### src/hdl/brc_pkg.sv
// Shared constants for the bidirectional reset control block
package brc_pkg;

  // Register port geometry
  localparam int unsigned ADDR_W = 8;
  localparam int unsigned DATA_W = 16;

  // Register offsets (byte addresses, one word each)
  localparam logic [7:0] OFS_SYS_CONFIG   = 8'h00;
  localparam logic [7:0] OFS_RESET_STATUS = 8'h04;
  localparam logic [7:0] OFS_CONFIG_LATCH = 8'h08;

  // System configuration field positions
  localparam int unsigned BIT_EXP_EN   = 2;
  localparam int unsigned BIT_BIDIR    = 3;
  localparam int unsigned BIT_INITDONE = 8;

  // Reset status field positions
  localparam int unsigned BIT_HW_LONG  = 0;
  localparam int unsigned BIT_HW_SHORT = 1;
  localparam int unsigned BIT_SW       = 2;
  localparam int unsigned BIT_WDT      = 3;

  // Boot select sits on bit 4 of the configuration port
  localparam int unsigned BIT_BOOT_SEL = 4;

  // Values after power-on reset
  localparam logic [15:0] RST_SYS_CONFIG   = 16'h0000;
  localparam logic [15:0] RST_RESET_STATUS = 16'h0000;
  localparam logic [15:0] RST_CONFIG_LATCH = 16'h0000;

  // Timing: clock period and spike filter, in ns
  localparam int unsigned CLK_PERIOD_NS = 4;
  localparam int unsigned SPIKE_NS      = 10;
  // Least time rounds up to whole cycles
  localparam int unsigned SPIKE_CYC     = (SPIKE_NS + CLK_PERIOD_NS - 1) / CLK_PERIOD_NS;
  localparam int unsigned SEQ_CYC       = 1024;

  // Cause of the reset under way
  typedef enum logic [1:0] {
    BRC_CAUSE_HW,
    BRC_CAUSE_SW,
    BRC_CAUSE_WDT
  } brc_cause_t;

endpackage

### src/hdl/brc_seq_if.sv
// Handshake between reset controller and sequence timer
`timescale 1ns/1ns
`default_nettype none
interface brc_seq_if;
  logic start;
  logic done;
  modport ctrl  (output start, input done);
  modport timer (input start, output done);
endinterface
`default_nettype wire

### src/hdl/brc_seq_timer.sv
// Internal reset sequence timer
`timescale 1ns/1ns
`default_nettype none
module brc_seq_timer
  import brc_pkg::*;
#(
  parameter int unsigned CYCLES = SEQ_CYC
) (
  // Clock and reset
  input  wire logic  clock,
  input  wire logic  sys_rst,
  // Handshake to controller
  brc_seq_if.timer   seq
);

  localparam int unsigned CW = $clog2(CYCLES + 1);

  logic [CW-1:0] count;
  logic          running;

  // Counts down from start; done pulses when the sequence expires
  always_ff @(posedge clock) begin
    if (sys_rst) begin
      count   <= '0;
      running <= 1'b0;
      seq.done <= 1'b0;
    end else if (seq.start) begin
      count    <= CW'(CYCLES - 1);
      running  <= 1'b1;
      seq.done <= 1'b0;
    end else if (running && count == '0) begin
      running  <= 1'b0;
      seq.done <= 1'b1;
    end else begin
      if (running) begin
        count <= count - 1'b1;
      end
      seq.done <= 1'b0;
    end
  end

endmodule
`default_nettype wire

### src/hdl/brc_reset_ctrl.sv
// Reset controller with bidirectional reset pin and expansion enables
`timescale 1ns/1ns
`default_nettype none

module brc_reset_ctrl
  import brc_pkg::*;
#(
  parameter int unsigned SEQ_CYCLES = SEQ_CYC
) (
  // Clock and power-on reset
  input  wire logic              clock,
  input  wire logic              sys_rst,
  // Register port
  input  wire logic [ADDR_W-1:0] reg_addr,
  input  wire logic [DATA_W-1:0] reg_wdata,
  input  wire logic              reg_wr,
  input  wire logic              reg_rd,
  output logic      [DATA_W-1:0] reg_rdata,
  // External reset pin, open drain
  input  wire logic              external_reset_line_in,
  output logic                   external_reset_line_out,
  output logic                   external_reset_line_oe,
  // Strap and configuration pins
  input  wire logic              external_access_pin,
  input  wire logic [15:0]       config_port,
  // Core side events
  input  wire logic              osc_running,
  input  wire logic              sw_reset_req,
  input  wire logic              wdt_reset_req,
  input  wire logic              end_of_init_instruction,
  // Reset and configuration outputs
  output logic                   core_reset,
  output logic      [15:0]       config_latched,
  output logic                   bootstrap_start,
  // Expansion bus resource enables
  output logic                   ext_ram_enable,
  output logic                   bus_ctrl_enable,
  output logic                   serial_enable
);

  typedef enum logic [2:0] {
    BRC_IDLE,
    BRC_SEQ,
    BRC_WAIT_HIGH,
    BRC_END
  } brc_state_t;

  brc_seq_if seq ();

  brc_seq_timer #(
    .CYCLES (SEQ_CYCLES)
  ) u_timer (
    .clock   (clock),
    .sys_rst (sys_rst),
    .seq     (seq.timer)
  );

  // Pin synchronisers; first stages feed only the second stages
  logic        line_meta;
  logic        line_sync;
  logic        acc_meta;
  logic        acc_sync;
  logic [15:0] cfg_meta;
  logic [15:0] cfg_sync;

  always_ff @(posedge clock) begin
    if (sys_rst) begin
      line_meta <= 1'b1;
      line_sync <= 1'b1;
      acc_meta  <= 1'b1;
      acc_sync  <= 1'b1;
      cfg_meta  <= 16'h0000;
      cfg_sync  <= 16'h0000;
    end else begin
      line_meta <= external_reset_line_in;
      line_sync <= line_meta;
      acc_meta  <= external_access_pin;
      acc_sync  <= acc_meta;
      cfg_meta  <= config_port;
      cfg_sync  <= cfg_meta;
    end
  end

  // Spike filter: a low must persist before it counts, both edges
  logic [3:0] filt_cnt;
  logic       line_low;

  always_ff @(posedge clock) begin
    if (sys_rst) begin
      filt_cnt <= 4'h0;
      line_low <= 1'b0;
    end else if (line_sync == ~line_low) begin
      filt_cnt <= 4'h0;
    end else if (filt_cnt == 4'(SPIKE_CYC - 1)) begin
      filt_cnt <= 4'h0;
      line_low <= ~line_low;
    end else begin
      filt_cnt <= filt_cnt + 4'h1;
    end
  end

  // Control registers
  logic             exp_en;
  logic             bidir_reset_enable;
  logic             init_done;
  logic [3:0]       status;
  brc_state_t       state;
  brc_state_t       next_state;
  brc_cause_t       cause;
  logic             bidir_active;
  logic             hw_short;

  // Reset entry request, hardware reset taking priority
  logic hw_req;
  logic any_req;
  assign hw_req  = line_low && osc_running;
  assign any_req = hw_req || sw_reset_req || wdt_reset_req;

  // Next state of the reset sequencer
  always_comb begin
    next_state = state;
    case (state)
      BRC_IDLE: begin
        if (any_req) begin
          next_state = BRC_SEQ;
        end
      end
      BRC_SEQ: begin
        if (seq.done) begin
          next_state = line_low ? BRC_WAIT_HIGH : BRC_END;
        end else if (cause == BRC_CAUSE_HW && !bidir_active && !line_low) begin
          // Short reset without bidir ends as soon as the line is back
          next_state = BRC_END;
        end
      end
      BRC_WAIT_HIGH: begin
        if (!line_low) begin
          next_state = BRC_END;
        end
      end
      BRC_END: begin
        next_state = BRC_IDLE;
      end
      default: begin
        next_state = BRC_IDLE;
      end
    endcase
  end

  always_ff @(posedge clock) begin
    if (sys_rst) begin
      state <= BRC_IDLE;
    end else begin
      state <= next_state;
    end
  end

  // Timer start on sequence entry
  always_ff @(posedge clock) begin
    if (sys_rst) begin
      seq.start <= 1'b0;
    end else begin
      seq.start <= (state == BRC_IDLE) && any_req;
    end
  end

  // Capture cause and bidir mode at entry; bidir holds through the sequence
  always_ff @(posedge clock) begin
    if (sys_rst) begin
      cause        <= BRC_CAUSE_HW;
      bidir_active <= 1'b0;
      hw_short     <= 1'b0;
    end else if (state == BRC_IDLE && any_req) begin
      cause        <= hw_req ? BRC_CAUSE_HW : (sw_reset_req ? BRC_CAUSE_SW : BRC_CAUSE_WDT);
      bidir_active <= bidir_reset_enable;
      hw_short     <= 1'b0;
    end else if (state == BRC_SEQ && next_state == BRC_END && !seq.done) begin
      hw_short     <= 1'b1;
    end
  end

  // Drive the pin low for the whole internal sequence in bidir mode
  always_ff @(posedge clock) begin
    if (sys_rst) begin
      external_reset_line_oe <= 1'b0;
    end else begin
      // A reset just entering takes its mode from the enable bit itself
      external_reset_line_oe <= (next_state == BRC_SEQ) && (state == BRC_IDLE ?
                                bidir_reset_enable : bidir_active);
    end
  end

  // Open drain: the pin only ever sinks
  always_ff @(posedge clock) begin
    if (sys_rst) begin
      external_reset_line_out <= 1'b0;
    end else begin
      external_reset_line_out <= 1'b0;
    end
  end

  // Internal reset output
  always_ff @(posedge clock) begin
    if (sys_rst) begin
      core_reset <= 1'b1;
    end else begin
      core_reset <= (next_state != BRC_IDLE);
    end
  end

  // Configuration capture at the end of a pin or bidirectional reset, access pin low
  logic take_cfg;
  assign take_cfg = (state == BRC_END) && !acc_sync
                    && (cause == BRC_CAUSE_HW || bidir_active);

  always_ff @(posedge clock) begin
    if (sys_rst) begin
      config_latched  <= RST_CONFIG_LATCH;
      bootstrap_start <= 1'b0;
    end else if (take_cfg) begin
      config_latched  <= cfg_sync;
      bootstrap_start <= ~cfg_sync[BIT_BOOT_SEL];
    end
  end

  // Register decode
  logic wr_cfg;
  logic wr_stat;
  always_comb begin
    wr_cfg  = 1'b0;
    wr_stat = 1'b0;
    if (reg_wr && reg_addr == OFS_SYS_CONFIG) begin
      wr_cfg = 1'b1;
    end else if (reg_wr && reg_addr == OFS_RESET_STATUS) begin
      wr_stat = 1'b1;
    end
  end

  // System configuration: init-time bits lock at end of init, clear on reset
  always_ff @(posedge clock) begin
    if (sys_rst || core_reset) begin
      exp_en             <= RST_SYS_CONFIG[BIT_EXP_EN];
      bidir_reset_enable <= RST_SYS_CONFIG[BIT_BIDIR];
      init_done          <= 1'b0;
    end else begin
      if (wr_cfg && !init_done) begin
        exp_en             <= reg_wdata[BIT_EXP_EN];
        bidir_reset_enable <= reg_wdata[BIT_BIDIR];
      end
      if (end_of_init_instruction) begin
        init_done <= 1'b1;
      end
    end
  end

  // Reset source flags; a new event wins over a write-one clear
  logic [3:0] set_flags;
  always_comb begin
    set_flags = 4'h0;
    if (state == BRC_END) begin
      if (bidir_active) begin
        set_flags[BIT_HW_LONG] = 1'b1;
      end else if (cause == BRC_CAUSE_HW) begin
        set_flags[BIT_HW_SHORT] = hw_short;
        set_flags[BIT_HW_LONG]  = ~hw_short;
      end else if (cause == BRC_CAUSE_SW) begin
        set_flags[BIT_SW] = 1'b1;
      end else begin
        set_flags[BIT_WDT] = 1'b1;
      end
    end
  end

  always_ff @(posedge clock) begin
    if (sys_rst) begin
      status <= RST_RESET_STATUS[3:0];
    end else begin
      status <= (status & ~(wr_stat ? reg_wdata[3:0] : 4'h0)) | set_flags;
    end
  end

  // Expansion resources: nothing decoded and no pins claimed while disabled
  always_ff @(posedge clock) begin
    if (sys_rst) begin
      ext_ram_enable  <= 1'b0;
      bus_ctrl_enable <= 1'b0;
      serial_enable   <= 1'b0;
    end else begin
      ext_ram_enable  <= exp_en && !core_reset;
      bus_ctrl_enable <= exp_en && !core_reset;
      serial_enable   <= exp_en && !core_reset;
    end
  end

  // Read data, valid the cycle after the strobe; unmapped reads zero
  always_ff @(posedge clock) begin
    if (sys_rst) begin
      reg_rdata <= 16'h0000;
    end else if (reg_rd) begin
      if (reg_addr == OFS_SYS_CONFIG) begin
        reg_rdata <= 16'h0000;
        reg_rdata[BIT_EXP_EN]   <= exp_en;
        reg_rdata[BIT_BIDIR]    <= bidir_reset_enable;
        reg_rdata[BIT_INITDONE] <= init_done;
      end else if (reg_addr == OFS_RESET_STATUS) begin
        reg_rdata <= {12'h000, status};
      end else if (reg_addr == OFS_CONFIG_LATCH) begin
        reg_rdata <= config_latched;
      end else begin
        reg_rdata <= 16'h0000;
      end
    end else begin
      reg_rdata <= 16'h0000;
    end
  end

endmodule
`default_nettype wire

### config.mk
export PLATFORM = sky130hd
export DESIGN_NAME = brc_reset_ctrl
export DESIGN_NICKNAME = d
export VERILOG_FILES = /design/src/hdl/brc_pkg.sv /design/src/hdl/brc_seq_if.sv /design/src/hdl/brc_seq_timer.sv /design/src/hdl/brc_reset_ctrl.sv
export SDC_FILE = /design/constraint.sdc
export NUM_CORES = 1
export LEC_CHECK = 0
export BUFFER_PORTS_ARGS = -buffer_cell sky130_fd_sc_hd__buf_2
export CORE_MARGIN = 4
export CORE_UTILIZATION = 40
export CTS_CLUSTER_SIZE = 24
export DETAILED_ROUTE_END_ITERATION = 10
export SETUP_SLACK_MARGIN = 0.2
export SYNTH_ARGS = -nofsm -noshare
export SYNTH_HDL_FRONTEND = slang
export SYNTH_SLANG_ARGS = --single-unit
### constraint.sdc
create_clock -name clock -period 4.4 [get_ports clock]
set_clock_uncertainty 0.2 [all_clocks]
set_input_delay 0.44 -clock clock [delete_from_list [all_inputs] [get_ports clock]]
set_output_delay 0.44 -clock clock [all_outputs]
set_load 0.02 [all_outputs]
Word-level counts from Yosys, hierarchy flattened. Index checks and enable logic that the tools add are counted. Widths: inputs -> output; s select.

Memories kept: 0. Bits of input ports: 50. Latch bits: 0. Bits in writable memories: 0. ROM bits: 0. Logic and storage cells: 121. Register bits: 105.

Multiplexer cells: 29. Add/sub/neg operators: 2. Eq/ne operators: 11. Divide/modulo/power cells: 0. $lt $le $gt $ge: 0. Shift-type cells: 0. Bitwise gates (word level): 10. Multiply operators: 0. Reduce and logical (&&, ||, !) cells: 40.

Operator list (number): $mux 10 (3); $mux 9 (3); $mux 3 (5); $logic_and 1x1->1 (14); $logic_not 11->1 (1); $mux 1 (11); $sub 11x1->11 const B (1); $eq 3x2->1 const B (3); $pmux 3 s3 (1); $eq 8x3->1 const B (1); $eq 8x4->1 const B (1); $logic_not 8->1 (1); $mux 2 (4); $mux 4 (2); $not 1->1 (7); $eq 3x1->1 const B (2); $logic_not 1->1 (6); $reduce_and 2->1 (3); $reduce_or 2->1 (3); $reduce_or 3->1 (2); $reduce_or 5->1 (1); $add 4x1->4 const B (1); $and 4x4->4 (1); $eq 4x2->1 const B (1); 10 further kinds (14).

Longest topological paths before layout. Gate-level depths: netlist (run 1).

Depth in word-level cells: 9. Mapped depth: 6. Gate-level depth less buffers: 6.

Hierarchy. Synthesis (run 1) repeated with hierarchy kept, for this count alone.

Cells, all modules: 396. Area, all modules: 3912.5 um^2.

Modules (own cells, without submodules): brc_reset_ctrl (cells an instance 327, times used 1, area an instance 3299.4 um^2, sequential area each 1841.8 um^2); brc_seq_timer (cells an instance 69, times used 1, area an instance 613.1 um^2, sequential area each 260.2 um^2).

Least setup slack after synthesis (run 1). No wires, ideal clock.

Kind: register to register. Start point: reg u_timer.count[0]. End point: reg u_timer.count[1]. Arrival: 1.743 ns. Buffers on the path: 0. Setup time: 0.115 ns. Stages on the path, launching flop included: 7. Path slack: 2.342 ns. Required time: 4.085 ns. Cells stage by stage: dfxtp_1 > inv_1 > ha_1 > or4b_4 > o41ai_4 > mux2i_1 > o21a_1.

Longest elaborated chain between the ends: 4. Elaborated cells on any way between the ends: 8. Classes of those cells: 1 x add/sub; 1 x eq/ne; 3 x mux; 3 x reduce/logical.

RTL lines: start: declaration (line brc_seq_timer.sv:18) `logic [CW-1:0] count;`; start signal: assignment (line brc_seq_timer.sv:28) `count <= CW'(CYCLES - 1);`; start signal: assignment (line brc_seq_timer.sv:36) `count <= count - 1'b1;`; $sub 11x1->11 / $logic_not 11->1 (equally long branches) (line brc_seq_timer.sv:36, brc_seq_timer.sv:31); $mux 10 / $logic_and 1x1->1 (equally long branches) (line brc_seq_timer.sv:35, brc_seq_timer.sv:31); $mux 10 / $ne 2x2->1 (equally long branches); $mux 10 / $reduce_and 2->1 (equally long branches).

Parallel ways exist; a longest one is shown, timed or not. The select of a mux whose other input is x is not followed. A chain may end at the register's enable or synchronous reset.

Final worst setup path (run 1).
Start point: reg u_timer.count[0]. End point: reg u_timer.count[0].

The elaborated chain is that of the path after synthesis.

==> reports/metrics.yaml, run 1 <==
cp.arrival_ns: 2.25
dr.pass1.iters: 4
synth-warning-count: 0
synth-seq-cells: 105
initial_utilization_pct: 41.5
fp-row-count: 34
die-area_um2: 10700
syn_area_per_cell_um2: 9.82
core-area_um2: 8810
final_antenna_net_count: 0
async_reset_ff_share_pct: 0
rsz0062_at_grt: "false"
fin_crit_sh_pct: 50.6
grt_antenna_before_repair: 0
cts_sinks: 105
maxSlewViolCount: 0
seq_area_frac_synth_pct: 57.5
h-tree-depth: 3
setup_tns_ns: 0
clock_latency_ns: 0.37
pwr-share-clk_pct: 35.3
hpwlAfterDp_um: 5000
synth_edf_count: 0
final_cell_mix: "dfxtp_1, buf_2, nor2b_1, nand2_1, a21oi_1"
maxSlewHeadroom_pct: 36.9
routed_wl_um: 6920
clockBufferDepth: 2
detailroute.via_count: 2689
setup_viol_count_final: 0
ys.flop_type: "dfxtp_1"
grt_max_degree: 79
fmax_mhz: 450
placed_area_um2: 4100
power.leakage_nw: 1.83
drive_above_1_share_pct: 22.8
synth_top_area_cell: "dfxtp_1"
synthToLayoutAreaGrowth_pct: 18.2
path_max_fanout: 6
hold_path.class: "input pin to register"
fin_area_um2: 4320
synth.area.top_cells: "dfxtp_1, nor2b_1, a21oi_1"
netlist-cell-type-count: 49
synth_cells: 372
fin_crit_ns: 2.22
grt_usage_pct: 13.0
tightest_slew_ns: 0.941
comb_power_share_pct: 7.3
layout_commonest_cell: "dfxtp_1"
outcome: "finished clean"
p_int_mw: 1.28
overflow: 0
die_y_um: 104
pwr-share-seq_pct: 57.4
cts_tree: "done"
synth_area_um2: 3650
drv_cap: 0
cts-root-buf: "clkbuf_8"
required_ns: 4.42
path_clk_slew_ns: 0.11
p_per_area_nw_per_um2: 406
peakVddDrop_v: 0.000217
routabilityCongestion: 0.804
crit_type: "register to register"
worst_setup_path_end_kind: "register"
io_pins: 89
worst_setup_path_start_kind: "register"
yosysTopAreaCellShare_pct: 57.5
post-cts-setup-buffers: 0
diodes: 0
holdBufCountCts: 0
drtIter0Drc: 93
viasPerCell: 4.84
cts_buffers: 9
io_buffers: 75
die_w_um: 104
cts_resized: 0
avgRoutedWirePerCell_um: 12.4
grt_pass1_vias: 2434
hold_violations: 0
p_switching_mw: 0.473
layout.nets: 496
drc: 0
swShare_pct: 27.0
grt_pass1_wl_um: 11600
[critical path: stages, from the launching register on]
cell	delay [ns]
dfxtp_1	0.33
inv_1	0.08
ha_1	0.27
or4b_4	0.55
o41ai_4	0.39
xnor2_1	0.18
a21oi_1	0.09
[path summary, 6_finish.rpt]
path,from,slack [ns],depth (start not counted),to
worst min register to register,acc_meta,0.23,1,acc_sync
worst min-delay path,external_access_pin,0.06,2,acc_meta
worst max-delay path,u_timer.count[0],2.18,6,u_timer.count[0]
worst max register to register,u_timer.count[0],2.18,6,u_timer.count[0]
[per-stage QoR]
stage                     hold WS, ns  utilization, %  total power [mW]  instances  setup WS (ns)
final                          0.0560            49.1              1.75        556           2.18
after floorplan                 0.189               -              1.12        373           2.34
after global routing           0.0323            49.1              1.83        556           2.06
after CTS                      0.0437            49.1              1.78        556           2.14
after global placement          0.197            46.6              1.15        540           1.94
after detailed placement        0.211            46.6              1.16        540           1.91
[power groups by stage]
stage / clock (mW) / combinational, mW / sequential (mW)
floorplan: 0 / 0.0933 / 1.02
global placement: 0 / 0.126 / 1.03
detailed placement: 0 / 0.128 / 1.03
CTS: 0.642 / 0.129 / 1.01
global route: 0.680 / 0.143 / 1.01
finish: 0.619 / 0.128 / 1.01
[final cells by class]
cell class | instances | area [µm²]
clock inverters | 7 | 96.3
inverters | 12 | 45.0
flip-flops and latches | 105 | 2100
clock buffers | 9 | 124
multi-input cells | 239 | 1440
well taps | 108 | 135
fillers | 849 | 4490
repair buffers | 76 | 383
[cell families after synthesis]
group                      after synthesis  share of synthesized area (%)
buffers and inverters                   29                           3.32
other                                    1                          0.103
muxes                                    7                           1.95
and+or+nand+nor                        159                           23.5
AOI/OAI and AO/OA                       60                           10.7
adders and majority gates                3                           1.03
DFF                                    105                           57.5
xor gates and xnor gates                 8                           1.92
[flip-flops by register name, summed over array words and instances, names as in the netlist, 3 cells and up]
signal / flops
config_latched: 16
cfg_sync: 16
u_timer.count: 11
filt_cnt: 4
state: 3
reg_rdata: 16
status: 4
cfg_meta: 16
[cell usage after synthesis, types with 4 or more instances]
library cell	count
nand2_1	39
or3_1	5
mux2i_1	6
nor2_1	24
inv_1	12
and2_1	12
xor2_1	5
nor3_1	7
nor4_1	4
nand4_1	4
clkbuf_1	13
or2_2	4
a21oi_1	33
o21ai_0	5
dfxtp_1	105
nor2b_1	39
nand3_1	5
[metal layers]
layer / wire length [µm] / global-route usage (%)
met5: 0 / 0
met4: 77 / 3.42
met3: 300 / 3.92
met2: 3360 / 22.1
met1: 3180 / 16.1
Note: power is estimated with default switching activity, not from simulation.
==> inputs of run 2 (changes only) <==
ABC_AREA = 1   (was not set)
clock period = 2 ns   (was 4.4 ns; I/O delays follow)
==> run 2 against run 1 <==
Net effect: highest routed layer unchanged; sequential power rose by 120%; non-clock buffer count is 36 higher; largest cell class unchanged; cell count grew 31%; critical endpoint is now bidir_reset_enable; core utilization up 3.3 points; sequential cell count did not move; first-iteration DRC count increased by 11%; critical path depth did not move; power grew 130%; combinational power grew to 3.9 times the previous value; die area up 3.6%; count of clock-buffer cells in the layout grew 1.
==> reports/metrics.yaml, run 2 <==
cts-root-buf: "clkbuf_8"  # unchanged
dr.pass1.iters: 4  # unchanged
grt_pass1_wl_um: 13500  # was 11600 µm
grt_antenna_before_repair: 0  # unchanged
synth_common_cells: "dfxtp_1, inv_1, nor2_1, nand2_1, nand3_1"  # was dfxtp_1, nand2_1, nor2b_1, a21oi_1, nor2_1
maxSlewViolCount: 0  # unchanged
multiInputGateArea_um2: 1310  # was 1440 µm²
seq_area_frac_synth_pct: 55.3  # was 57.5%
io_buffers: 75  # unchanged
io_pins: 89  # unchanged
avgRoutedWirePerCell_um: 10.8  # was 12.4 µm
path_common_cell: "dlygate4sd3_1"
met1_usage_pct: 19.5  # was 16.1%
p_switching_mw: 1.03  # was 0.473 mW
setup_viol_count_final: 0  # unchanged
fill_cells: 899  # was 849
die-area_um2: 11100  # was 10700 µm²
synthToLayoutAreaGrowth_pct: 27.5  # was 18.2%
whs_ns: 0.0459  # was 0.0560 ns
synth.area.top_cells: "dfxtp_1, inv_1, nor2_1"  # was dfxtp_1, nor2b_1, a21oi_1
path_cells: "dlygate4sd3_1 -> buf_2 -> nor2_4 -> o21ai_0 -> a21oi_1 -> dlygate4sd3_1"  # was inv_1 -> ha_1 -> or4b_4 -> o41ai_4 -> xnor2_1 -> a21oi_1
grt_pass1_vias: 2997  # was 2434
yosysTopAreaCellShare_pct: 55.3  # was 57.5%
top_usage_layer: "met2"  # unchanged
post-cts-setup-buffers: 0  # unchanged
h-tree-depth: 3  # unchanged
synth_top_area_cell: "dfxtp_1"  # unchanged
ys.flop_type: "dfxtp_1"  # unchanged
outcome: "finished clean"  # unchanged
hold_violations: 0  # unchanged
worst_setup_path_end_kind: "register"  # unchanged
rsz0062_at_grt: "false"  # unchanged
viasPerCell: 4.32  # was 4.84
grt_usage_pct: 14.7  # was 13.0%
routabilityCongestion: 0.854  # was 0.804
drc: 0  # unchanged
max_stage_delay_ns: 0.55  # about the same
die_w_um: 105  # was 104 µm
synth_edf_count: 0  # unchanged
grt_util_met2_pct: 22.9  # was 22.1%
drtIter0Drc: 103  # was 93
fp-row-count: 35  # was 34
layout_commonest_cell: "dfxtp_1"  # unchanged
pwr-share-clk_pct: 31.7  # was 35.3%
initial_utilization_pct: 41.1  # was 41.5%
required_ns: 2.11  # was 4.42 ns
ff_latch_area_um2: 2100  # unchanged
worst_setup_path_start_kind: "input pin"  # was register
power.leakage_nw: 2.25  # was 1.83 nW
drive_above_1_share_pct: 18.5  # was 22.8%
p_total_mw: 3.99  # was 1.75 mW
fin_crit_sh_pct: 86.6
final_antenna_net_count: 0  # unchanged
fmax_mhz: 577
p_per_area_nw_per_um2: 823  # was 406 nW/µm²
routed_wl_um: 7900  # was 6920 µm
path_clk_slew_ns: 0.09  # was 0.11 ns
cts_tree: "done"  # unchanged
synth-warning-count: 0  # unchanged
path_max_fanout: 9  # was 6
core-area_um2: 9240  # was 8810 µm²
peakVddDrop_v: 0.000387  # was 0.000217 V
hold_path.class: "input pin to register"  # unchanged
path_buf_inv: 3  # was 1
cp.arrival_ns: 1.85  # was 2.25 ns
async_reset_ff_share_pct: 0  # unchanged
swShare_pct: 25.9  # was 27.0%
critPathTopFamily: "buffers and inverters"  # was simple AND/OR/NAND/NOR gates
grt_max_degree: 49  # was 79
clockBufferDepth: 2  # unchanged
fin_crit_ns: 1.73
synth-seq-cells: 105  # unchanged
synth_most_common_cell: "dfxtp_1"  # unchanged
pwr-share-seq_pct: 55.6  # was 57.4%
cts_sinks: 105  # unchanged
die_y_um: 105  # was 104 µm
setup_tns_ns: 0  # unchanged
cpMaxStageDelayCell: "dlygate4sd3_1"  # was or4b_4
drv_cap: 0  # unchanged
synth_area_um2: 3800  # was 3650 µm²
syn_area_per_cell_um2: 7.78  # was 9.82 µm²
diodes: 0  # unchanged
clock_latency_ns: 0.36  # was 0.37 ns
crit_type: "input pin to register"  # was register to register
overflow: 0  # unchanged
final_cell_mix: "dfxtp_1, inv_1, nor2_1, buf_2, nand2_1"  # was dfxtp_1, buf_2, nor2b_1, nand2_1, a21oi_1
comb_power_share_pct: 12.7  # was 7.3%
netlist-cell-type-count: 34  # was 49
hpwlAfterDp_um: 5450  # was 5000 µm
detailroute.via_count: 3144  # was 2689
synth_cells: 488  # was 372
layout.nets: 649  # was 496
p_int_mw: 2.96  # was 1.28 mW
cts_buffers: 9  # unchanged
grt.met3_usage_pct: 4.41  # was 3.92%
## run 2: cell count changes in the layout (fill, tap and decap cells not counted), moves of 6 or more
cell,delta
and2_1,-11
dlygate4sd3_1,+32
inv_1,+74
mux2i_1,-6
nand2_1,+22
nand3_1,+32
nor2_1,+57
nor2b_1,-39
o21ai_0,+23
## run 2: stage by stage
stage / utilization [%] / instances / setup WS [ns] / cell area, µm²
detailed placement: 46.6 / 682 / 0.257 / 4310
finish: 52.4 / 728 / 0.268 / 4840
global placement: 46.6 / 682 / 0.278 / 4310
global route: 52.4 / 728 / 0.207 / 4840
floorplan: - / 489 / 0.391 / 3800
CTS: 52.0 / 728 / 0.235 / 4810
## run 2: cells by family (layout without fill, tap and decap cells)
family / Yosys count / in the layout / share of synthesized area [%]
xor+xnor: 2 / 2 / 0.461
buf+inv: 106 / 216 / 11.1
simple gates: 199 / 199 / 22.0
flops: 105 / 105 / 55.3
compound gates: 72 / 72 / 10.0
fa+ha+maj: 3 / 3 / 0.988
other cells: 1 / 2 / 0.0987
## run 2: layout make-up
class                           instances  area share (%)
Clock buffer                           10            2.64
Sequential cell                       105            43.4
Inverter                               90            7.05
Tap cell                              129            3.33
Multi-Input combinational cell        278            27.1
Clock inverter                          4            1.11
Timing Repair Buffer                  112            15.4
## run 2: timing repair
item,4_1_cts,5_1_grt
resized for setup,0,11
setup endpoints to repair,0,18
endpoints found under the hold margin,30,0
hold buffers,32,0
## run 2: power by group through the flow
stage	logic, mW	registers, mW	clock network (mW)
floorplan	0.327	2.25	0
global placement	0.436	2.26	0
detailed placement	0.443	2.26	0
CTS	0.489	2.21	1.30
global route	0.584	2.23	1.39
finish	0.505	2.22	1.27
## run 2: final timing paths
| path | startpoint | to | slack (ns) | depth (start not counted) |
|---|---|---|---|---|
| worst max register to register | u_timer.count[1] | u_timer.count[9] | 0.36 | 9 |
| worst max-delay path | sys_rst | bidir_reset_enable | 0.27 | 6 |
| worst min-delay path | reg_addr[3] | reg_rdata[0] | 0.05 | 5 |
| worst min register to register | cfg_meta[9] | cfg_sync[9] | 0.21 | 2 |
## run 2: worst reg2reg max path: stages, from the launching register on
cell	delay, ns
dfxtp_1	0.33
inv_1	0.09
ha_4	0.15
nand2_1	0.11
nor2_2	0.14
nand2_1	0.09
nand2_2	0.08
nand2_1	0.17
nand2_1	0.12
a21oi_1	0.06
## run 2: layer usage
metal,vias up,wire [µm],share of wire (%)
li1,1712,-,-
met1,1355,3920,50
met2,69,3460,44
met3,8,428,5.4
met4,0,89,1.1
met5,-,0,0
